$ cat src/cie_pkg.sv
// Purpose: Constants and types for the CAN interrupt enable block
// Assumes: Avalon-MM slave with 32-bit data, word aligned registers
// Notes: Functional notes below
package cie_pkg;

	// ------------------------------------------------------------
	// Register map
	// ------------------------------------------------------------
	localparam logic [3:0] ADDR_IRQ_ENABLE = 4'h0;
	localparam logic [3:0] ADDR_STATUS = 4'h4;
	localparam logic [3:0] ADDR_FLAGS = 4'h8;

	// Field positions in bus_irq_enable_reg
	localparam int WAKE_IRQ_EN_BIT = 7;
	localparam int STATE_CHANGE_IRQ_EN_BIT = 6;
	localparam int RX_SENS_LSB = 4;
	localparam int TX_SENS_LSB = 2;
	localparam int OVERRUN_IRQ_EN_BIT = 1;
	localparam int RX_FULL_IRQ_EN_BIT = 0;

	// Flag register bit positions (write one to clear)
	localparam int FLAG_WAKE_BIT = 0;
	localparam int FLAG_STATE_CHANGE_BIT = 1;
	localparam int FLAG_OVERRUN_BIT = 2;
	localparam int FLAG_RX_FULL_BIT = 3;

	// Status register positions
	localparam int STAT_RX_LSB = 0;
	localparam int STAT_TX_LSB = 2;
	localparam int STAT_INIT_BIT = 4;

	localparam logic [7:0] IRQ_ENABLE_RESET = 8'h00;
	localparam logic [31:0] UNMAPPED_READ = 32'h0000_0000;

	// Sensitivity codes
	localparam logic [1:0] SENS_NONE = 2'h0;
	localparam logic [1:0] SENS_BUSOFF = 2'h1;
	localparam logic [1:0] SENS_ERROR = 2'h2;
	localparam logic [1:0] SENS_ALL = 2'h3;

	// Bus state codes; receiver and transmitter share all four, bus-off included
	typedef enum logic [1:0] {
		CIE_ST_OK = 2'h0,
		CIE_ST_WARN = 2'h1,
		CIE_ST_ERR = 2'h2,
		CIE_ST_BUSOFF = 2'h3
	} cie_bus_state_t;

	// Enable register layout
	typedef struct packed {
		logic wake_irq_en;
		logic state_change_irq_en;
		logic [1:0] rx_state_sensitivity;
		logic [1:0] tx_state_sensitivity;
		logic overrun_irq_en;
		logic rx_full_irq_en;
	} cie_enable_t;

	// Event flags
	typedef struct packed {
		logic rx_full;
		logic overrun;
		logic state_change_flag;
		logic wake;
	} cie_flags_t;

	// Interrupt request outputs
	typedef struct packed {
		logic wake_irq;
		logic error_irq;
		logic rx_irq;
	} cie_irq_t;

endpackage : cie_pkg

$ cat src/cie_irq_enable.sv
// Purpose: CAN interrupt enable and state-change sensitivity logic
// Assumes: Events are one-cycle pulses synchronous to core_clk
// Notes: Flags clear by writing one; a set in the same cycle wins
`timescale 1ns/1ps
module cie_irq_enable (
	input wire logic core_clk,
	input wire logic resetn,
	input wire logic [3:0] avs_address,
	input wire logic avs_read,
	input wire logic avs_write,
	input wire logic [31:0] avs_writedata,
	input wire logic [3:0] avs_byteenable,
	output logic [31:0] avs_readdata,
	output logic avs_waitrequest,
	input wire logic init_request,
	input wire logic init_ack,
	input wire logic wake_event,
	input wire logic overrun_event,
	input wire logic rx_full_event,
	input wire logic [1:0] rx_bus_state,
	input wire logic [1:0] tx_bus_state,
	output logic [1:0] rx_state_flags,
	output logic [1:0] tx_state_flags,
	output logic wake_irq,
	output logic error_irq,
	output logic rx_irq
);

	// ------------------------------------------------------------
	// Reset release
	// ------------------------------------------------------------
	logic rst_meta_q;
	logic rst_sync_n_q;

	// Two-stage release so all logic leaves reset on one edge
	always_ff @(posedge core_clk or negedge resetn) begin
		if (!resetn) begin
			rst_meta_q <= 1'b0;
			rst_sync_n_q <= 1'b0;
		end else begin
			rst_meta_q <= 1'b1;
			rst_sync_n_q <= rst_meta_q;
		end
	end

	// ------------------------------------------------------------
	// Helpers
	// ------------------------------------------------------------
	// Does a state change matter at the chosen sensitivity
	function automatic logic cie_change_hit(input logic [1:0] sens,
			input logic [1:0] old_st, input logic [1:0] new_st);
		logic hit;
		hit = 1'b0;
		if (old_st != new_st) begin
			unique case (sens)
				cie_pkg::SENS_NONE: hit = 1'b0;
				cie_pkg::SENS_BUSOFF: hit = (old_st == cie_pkg::CIE_ST_BUSOFF) ||
						(new_st == cie_pkg::CIE_ST_BUSOFF);
				cie_pkg::SENS_ERROR: hit = (old_st >= cie_pkg::CIE_ST_ERR) ||
						(new_st >= cie_pkg::CIE_ST_ERR);
				cie_pkg::SENS_ALL: hit = 1'b1;
			endcase
		end
		return hit;
	endfunction : cie_change_hit

	// ------------------------------------------------------------
	// Register state
	// ------------------------------------------------------------
	cie_pkg::cie_enable_t en_q, en_d;
	cie_pkg::cie_flags_t flags_q, flags_d;
	logic [1:0] rx_st_q, rx_st_d;
	logic [1:0] tx_st_q, tx_st_d;
	logic [31:0] rdata_q, rdata_d;
	logic rd_done_q, rd_done_d;
	cie_pkg::cie_irq_t irq;

	logic init_mode;
	logic init_free;
	logic wr_en;
	logic wr_flags;
	logic [1:0] rx_eff;
	logic rx_hit;
	logic tx_hit;

	assign init_mode = init_request && init_ack;
	assign init_free = !init_request && !init_ack;
	assign wr_en = avs_write && avs_byteenable[0] &&
			(avs_address == cie_pkg::ADDR_IRQ_ENABLE);
	assign wr_flags = avs_write && avs_byteenable[0] &&
			(avs_address == cie_pkg::ADDR_FLAGS);

	// Tx going from bus-off straight to ok drags the receiver to ok as well
	assign rx_eff = (tx_st_q == cie_pkg::CIE_ST_BUSOFF &&
			tx_bus_state == cie_pkg::CIE_ST_OK) ? cie_pkg::CIE_ST_OK : rx_bus_state;
	assign rx_hit = cie_change_hit(en_q.rx_state_sensitivity, rx_st_q, rx_eff);
	assign tx_hit = cie_change_hit(en_q.tx_state_sensitivity, tx_st_q, tx_bus_state);

	// Enable register next value
	always_comb begin
		en_d = en_q;
		if (init_mode) begin
			en_d = cie_pkg::IRQ_ENABLE_RESET;
			en_d.rx_state_sensitivity = en_q.rx_state_sensitivity;
			en_d.tx_state_sensitivity = en_q.tx_state_sensitivity;
		end else if (wr_en && init_free) begin
			en_d = avs_writedata[7:0];
		end
	end

	// Flags and tracked states; events beat clears
	always_comb begin
		flags_d = flags_q;
		rx_st_d = rx_st_q;
		tx_st_d = tx_st_q;
		if (wr_flags) begin
			flags_d = flags_q & ~cie_pkg::cie_flags_t'(avs_writedata[3:0]);
		end
		// States only move while no change is pending
		if (!flags_q.state_change_flag) begin
			rx_st_d = rx_eff;
			tx_st_d = tx_bus_state;
			if (rx_hit || tx_hit) begin
				flags_d.state_change_flag = 1'b1;
			end
		end
		if (wake_event) begin
			flags_d.wake = 1'b1;
		end
		if (overrun_event) begin
			flags_d.overrun = 1'b1;
		end
		if (rx_full_event) begin
			flags_d.rx_full = 1'b1;
		end
	end

	// Read data, one wait cycle on reads
	always_comb begin
		rdata_d = rdata_q;
		rd_done_d = 1'b0;
		if (avs_read && !rd_done_q) begin
			rd_done_d = 1'b1;
			unique case (avs_address)
				cie_pkg::ADDR_IRQ_ENABLE: rdata_d = {24'h00_0000, en_q};
				cie_pkg::ADDR_STATUS: rdata_d = {27'h000_0000, init_mode,
						tx_st_q, rx_st_q};
				cie_pkg::ADDR_FLAGS: rdata_d = {28'h000_0000, flags_q};
				default: rdata_d = cie_pkg::UNMAPPED_READ;
			endcase
		end
	end

	// Register everything
	always_ff @(posedge core_clk or negedge rst_sync_n_q) begin
		if (!rst_sync_n_q) begin
			en_q <= cie_pkg::IRQ_ENABLE_RESET;
			flags_q <= '0;
			rx_st_q <= cie_pkg::CIE_ST_OK;
			tx_st_q <= cie_pkg::CIE_ST_OK;
			rdata_q <= cie_pkg::UNMAPPED_READ;
			rd_done_q <= 1'b0;
		end else begin
			en_q <= en_d;
			flags_q <= flags_d;
			rx_st_q <= rx_st_d;
			tx_st_q <= tx_st_d;
			rdata_q <= rdata_d;
			rd_done_q <= rd_done_d;
		end
	end

	// ------------------------------------------------------------
	// Outputs
	// ------------------------------------------------------------
	// Gated requests, level while flag and enable both set
	assign irq.wake_irq = flags_q.wake && en_q.wake_irq_en;
	assign irq.error_irq = (flags_q.state_change_flag && en_q.state_change_irq_en) ||
			(flags_q.overrun && en_q.overrun_irq_en);
	assign irq.rx_irq = flags_q.rx_full && en_q.rx_full_irq_en;
	assign wake_irq = irq.wake_irq;
	assign error_irq = irq.error_irq;
	assign rx_irq = irq.rx_irq;
	assign rx_state_flags = rx_st_q;
	assign tx_state_flags = tx_st_q;
	assign avs_readdata = rdata_q;
	// Writes finish at once; reads wait one cycle for data
	assign avs_waitrequest = avs_read && !rd_done_q;

endmodule : cie_irq_enable

$ cat config.mk
export PLATFORM = sky130hd
export DESIGN_NAME = cie_irq_enable
export DESIGN_NICKNAME = d
export VERILOG_FILES = /design/src/cie_pkg.sv /design/src/cie_irq_enable.sv
export SDC_FILE = /design/constraint.sdc
export NUM_CORES = 1
export LEC_CHECK = 0
export ABC_AREA = 1
export BUFFER_PORTS_ARGS = -buffer_cell sky130_fd_sc_hd__buf_2
export CAP_MARGIN = 0
export CORE_MARGIN = 2
export CORE_UTILIZATION = 30
export DETAILED_ROUTE_END_ITERATION = 10
export SETUP_SLACK_MARGIN = 0.5
export SYNTH_ARGS = -nofsm -noshare
export SYNTH_HDL_FRONTEND = slang
export SYNTH_SLANG_ARGS = --single-unit
$ cat constraint.sdc
create_clock -name core_clk -period 1.1 [get_ports core_clk]
set_clock_uncertainty 0.1 [all_clocks]
set_input_delay 0.11 -clock core_clk [delete_from_list [all_inputs] [get_ports core_clk]]
set_output_delay 0.11 -clock core_clk [all_outputs]
set_load 0.01 [all_outputs]
Word level (Yosys, flattened, before mapping)
Cells that the tools add are included.
{ "word_totals": {"reg_bits": 51, "input_bits": 53, "output_inout_bits": 40, "elab_cells": 82} }
{ "op_classes": {"order_cmp": 4, "n_eq_ne": 14, "n_mux": 15, "n_bitwise": 3, "reduce_logical": 30} }
{ "ops": {"columns": ["op", "n"], "rows": [
  ["$pmux W8 S3", 1],
  ["$eq A2 B2 Y1 const B", 8],
  ["$mux W8", 2],
  ["$logic_and A1 B1 Y1", 12],
  ["$ge A2 B2 Y1 const B", 4],
  ["$mux W1", 8],
  ["$pmux W1 S4", 2],
  ["$reduce_bool A2 Y1", 4],
  ["$logic_not A2 Y1", 3],
  ["$logic_or A1 B1 Y1", 6],
  ["$and A4 B4 Y4", 1],
  ["$eq A2 B1 Y1 const B", 2],
  ["$eq A4 B3 Y1 const B", 1],
  ["$eq A4 B4 Y1 const B", 1],
  ["$logic_not A4 Y1", 1],
  ["$mux W4", 1],
  ["$ne A2 B2 Y1", 2],
  ["$not A4 Y4", 1],
  ["$logic_not A1 Y1", 3],
  ["$mux W2", 1],
  ["$reduce_and A2 Y1", 1],
  ["$not A1 Y1", 1]
]} }

Logic depth before layout (Yosys ltp)
{ "depth": {"depth_word": 10, "ltp_mapped": 10} }

Least setup slack after synthesis
OpenSTA, ideal clock, no wires.
{ "synth_path": {"path_kind": "reg2reg", "from": "register tx_st_q[1] (netlist: tx_state_flags[1])", "to": "register flags_q[1] (netlist name)", "setup_ns": 0.124, "arrival_time_ns": 0.998, "required_time_ns": 0.876, "path_slack_ns": -0.123, "path_stages_with_launch": 10, "path_buffers": 0, "synth_period_minus_slack_ns": 1.223, "cell_sequence": "dfrtp_1 nand2_1 inv_1 nand2_2 nand2_1 nand2_1 nand2_1 nand2_1 nand3_1 a21oi_1"} }
{ "synth_rtl": {"columns": ["element", "line", "text"], "rows": [
  ["from (decl)", "cie_irq_enable.sv:73", "logic [1:0] tx_st_q, tx_st_d;"],
  ["from (signal assigned)", "cie_irq_enable.sv:160", "tx_st_q <= cie_pkg::CIE_ST_OK;"],
  ["from (signal assigned)", "cie_irq_enable.sv:167", "tx_st_q <= tx_st_d;"],
  ["to (signal assigned)", "cie_irq_enable.sv:165", "flags_q <= flags_d;"],
  ["to (decl)", "cie_irq_enable.sv:71", "cie_pkg::cie_flags_t flags_q, flags_d;"]
]} }

==> reports/results.tsv <==
stage	metric	value	unit
status	status	complete, but fails checks	
status	failed_checks	hold timing, setup timing	
worst_setup_path	path_max_fanout	4	
timing	rsz0062_at_grt	true	
grt	antenna_found_initial	0	
worst_hold_path	hold-path-cell-count	3	
worst_setup_path	rr_worst_depth	10	
drt	drt-initial-drc-count	59	
place	place_congestion	0.794	
clocking	cts_buffers	3	
layout	antenna_cells	0	
yosys	yosys.area.top_type	dfrtp_1	
yosys	ys_types	27	
clocking	clk_pin_slew_worst_paths	0.09	ns
grt	grt_usage	13.4	%
drt	first_pass_iters	4	
clocking	root_buffer	clkbuf_8	
drt	route.vias.total	1484	
grt	grt_pass1_wl	6540	um
yosys	synth.most_common_cell	nand2_1	
clocking	h-tree-depth	1	
yosys	async_flop_share	100	%
worst_setup_path	reg2reg_from	tx_state_flags[0]$_DFFE_PN0N_	
yosys	synth_top_area_share	43.2	%
layout	seq_area	682	um^2
floorplan	die_h	76.2	um
timing	drv_slew	0	
pwr	power_density	1080	nW/um^2
layout	stdcell_count	349	
yosys	synthCells	194	
floorplan	die_w	76.2	um
layout	area_growth	61.0	%
yosys	synth-main-ff-cell	dfrtp_1	
clocking	tritoncts	built	
place	dp.cells	315	
yosys	seq_area_frac_synth	43.2	%
yosys	ys_top_cells_by_area	dfrtp_1 43%, nand2_1 14%, buf_4 12%	
worst_hold_path	worstHoldEndpoint	flags_q[2]$_DFFE_PN0P_	
worst_setup_path	cp.required	1.16	ns
worst_setup_path	rrSetupSlack	-0.20	ns
flow_run	cap_violations	0	
layout	fillers	494	
worst_setup_path	critPathKind	reg2reg	
worst_setup_path	cp.arrival	1.35	ns
pwr	leakagePower	1.32	nW
timing	layout_setup_ws	-0.199	ns
timing	finalCritPeriodShare	118	%
floorplan	coreArea	5070	um^2
drt	wire_per_inst	11.5	um
grt	grt_pass1_vias	1431	
grt	grt-ovfl-total	0	
yosys	synth-seq-cells	27	
yosys	syn-cell-area	1560	um^2
pwr	ir_drop	0.555	mV
drt	vias_per_cell	4.25	
grt	grt_max_degree	15	
clocking	clk_latency	0.27	ns
floorplan	fp-row-count	26	
yosys	ys_top_cells_by_count	60 x nand2_1, 27 x dfrtp_1, 25 x inv_1	
yosys	avgSynthCellArea	8.06	um^2
floorplan	io_pins	93	
worst_hold_path	min_path_type	in2reg	
drt	drtAntennaViolNets	0	
timing	hold_viol_final	5	
timing	hold_slack	-0.0849	ns
clocking	postCtsHoldBufs	1	
timing	period_minus_slack	1.30	ns
worst_setup_path	endpoint_kind	flip-flop	
worst_setup_path	worstReg2RegEnd	flags_q[1]$_DFF_PN0_	
clocking	cts.sinks	27	
floorplan	die-area	5810	um^2
yosys	synth_warnings	0	
floorplan	start_util	30.8	%
drt	drt-total-wl	4020	um
layout	multi_input_area	893	um^2
timing	setup_violations	10	
place	hpwlAfterDp	2580	um
place	portBuffers	41	
timing	fmax	770	MHz
layout	fin_nets	333	
layout	drive_above_1_share	55.9	%
drt	drc	0	
pwr	finalPower	2.73	mW
yosys	synth_edf_count	0	
clocking	cts.path.max_buffers	2	
worst_hold_path	min-delay-start	overrun_event	
worst_setup_path	cp-start-kind	flip-flop	
## worst max-delay path by stage
stage	startpoint	end	slack, ns	cells past startpoint
finish	tx_state_flags[0]$_DFFE_PN0N_	flags_q[1]$_DFF_PN0_	-0.20	10
global placement	tx_state_flags[0]$_DFFE_PN0N_	flags_q[1]$_DFF_PN0_	-0.1	9
global route	tx_state_flags[0]$_DFFE_PN0N_	flags_q[1]$_DFF_PN0_	-0.25	10
detailed placement	tx_state_flags[0]$_DFFE_PN0N_	flags_q[1]$_DFF_PN0_	-0.11	5
CTS	tx_state_flags[0]$_DFFE_PN0N_	flags_q[1]$_DFF_PN0_	-0.13	9
floorplan	tx_state_flags[1]$_DFFE_PN0N_	flags_q[1]$_DFF_PN0_	-0.09	10
## layout make-up
cell class | count | area share (%)
Tap cell | 70 | 3.48
Inverter | 27 | 4.77
Timing Repair Buffer | 83 | 27.4
Multi-Input combinational cell | 138 | 35.5
Clock buffer | 4 | 1.79
Sequential cell | 27 | 27.1
## layer usage
metal	global-route usage [%]	up-vias	wire, um
li1	-	735	-
met1	17.6	698	1750
met2	23.3	47	2050
met3	2.96	4	190
met4	1.82	0	29
met5	0	-	0
## power breakdown
part	internal (mW)	leakage [nW]	switching, mW
clock	0.259	0.0228	0.297
sequential	1.08	0.323	0.0691
combinational	0.515	0.977	0.511
total	1.85	1.32	0.877
## state kept, by name (all words and copies together), names as in the netlist
register	cells
avs_readdata	8
rd_done_q	1
tx_state_flags	2
rst_sync_n_q	1
en_q	8
rst_meta_q	1
rx_state_flags	2
flags_q	4
## placed cells by master, fill, tap and decap left out, drive strengths merged
cell type / n
a21oi: 4
buf: 82
clkbuf: 4
clkinvlp: 1
conb: 25
dfrtp: 27
dlygate4sd3: 1
inv: 26
nand2: 65
nand3: 12
nor2: 6
nor3: 2
nor4: 1
o211ai: 3
o21ai: 15
o22ai: 1
o31ai: 2
xnor2: 2
## repair_timing
| action | in CTS | in global routing |
|---|---|---|
| gates cloned | 2 | 0 |
| pin swaps | 31 | 18 |
| setup buffers | 17 | 10 |
| gates resized for setup | 63 | 31 |
| endpoints found under the setup margin | 66 | 41 |
| endpoints found under the hold margin | 8 | 4 |
## critical path, stage by stage (launching register included)
cell     delay [ns]
dfrtp_2        0.43
nand2_2        0.08
inv_2          0.05
nand2_4        0.09
nand2_4        0.06
nand2_1        0.06
nand2_1        0.07
inv_1          0.07
nand2_2        0.06
nand3_2        0.07
a21oi_2        0.05
## per-stage QoR
| step | area (um^2) | TNS (ns) | setup slack, ns | util [%] |
|---|---|---|---|---|
| after CTS | 2340 | -0.525 | -0.126 | 46.1 |
| after detailed placement | 1880 | -0.677 | -0.114 | 37.1 |
| after global placement | 1880 | -0.471 | -0.0971 | 37.1 |
| after global routing | 2520 | -1.50 | -0.254 | 49.6 |
| final | 2520 | -0.822 | -0.199 | 49.6 |
| after floorplan | 1690 | -0.0890 | -0.0890 | - |
## cells by family after synthesis
logic type,synth area share (%)
and+or+nand+nor,25.8
AOI/OAI and AO/OA,10.3
xor gates and xnor gates,1.12
DFF,43.2
other,0.480
buffers and inverters,19.1
(Power assumes the default switching activity.)
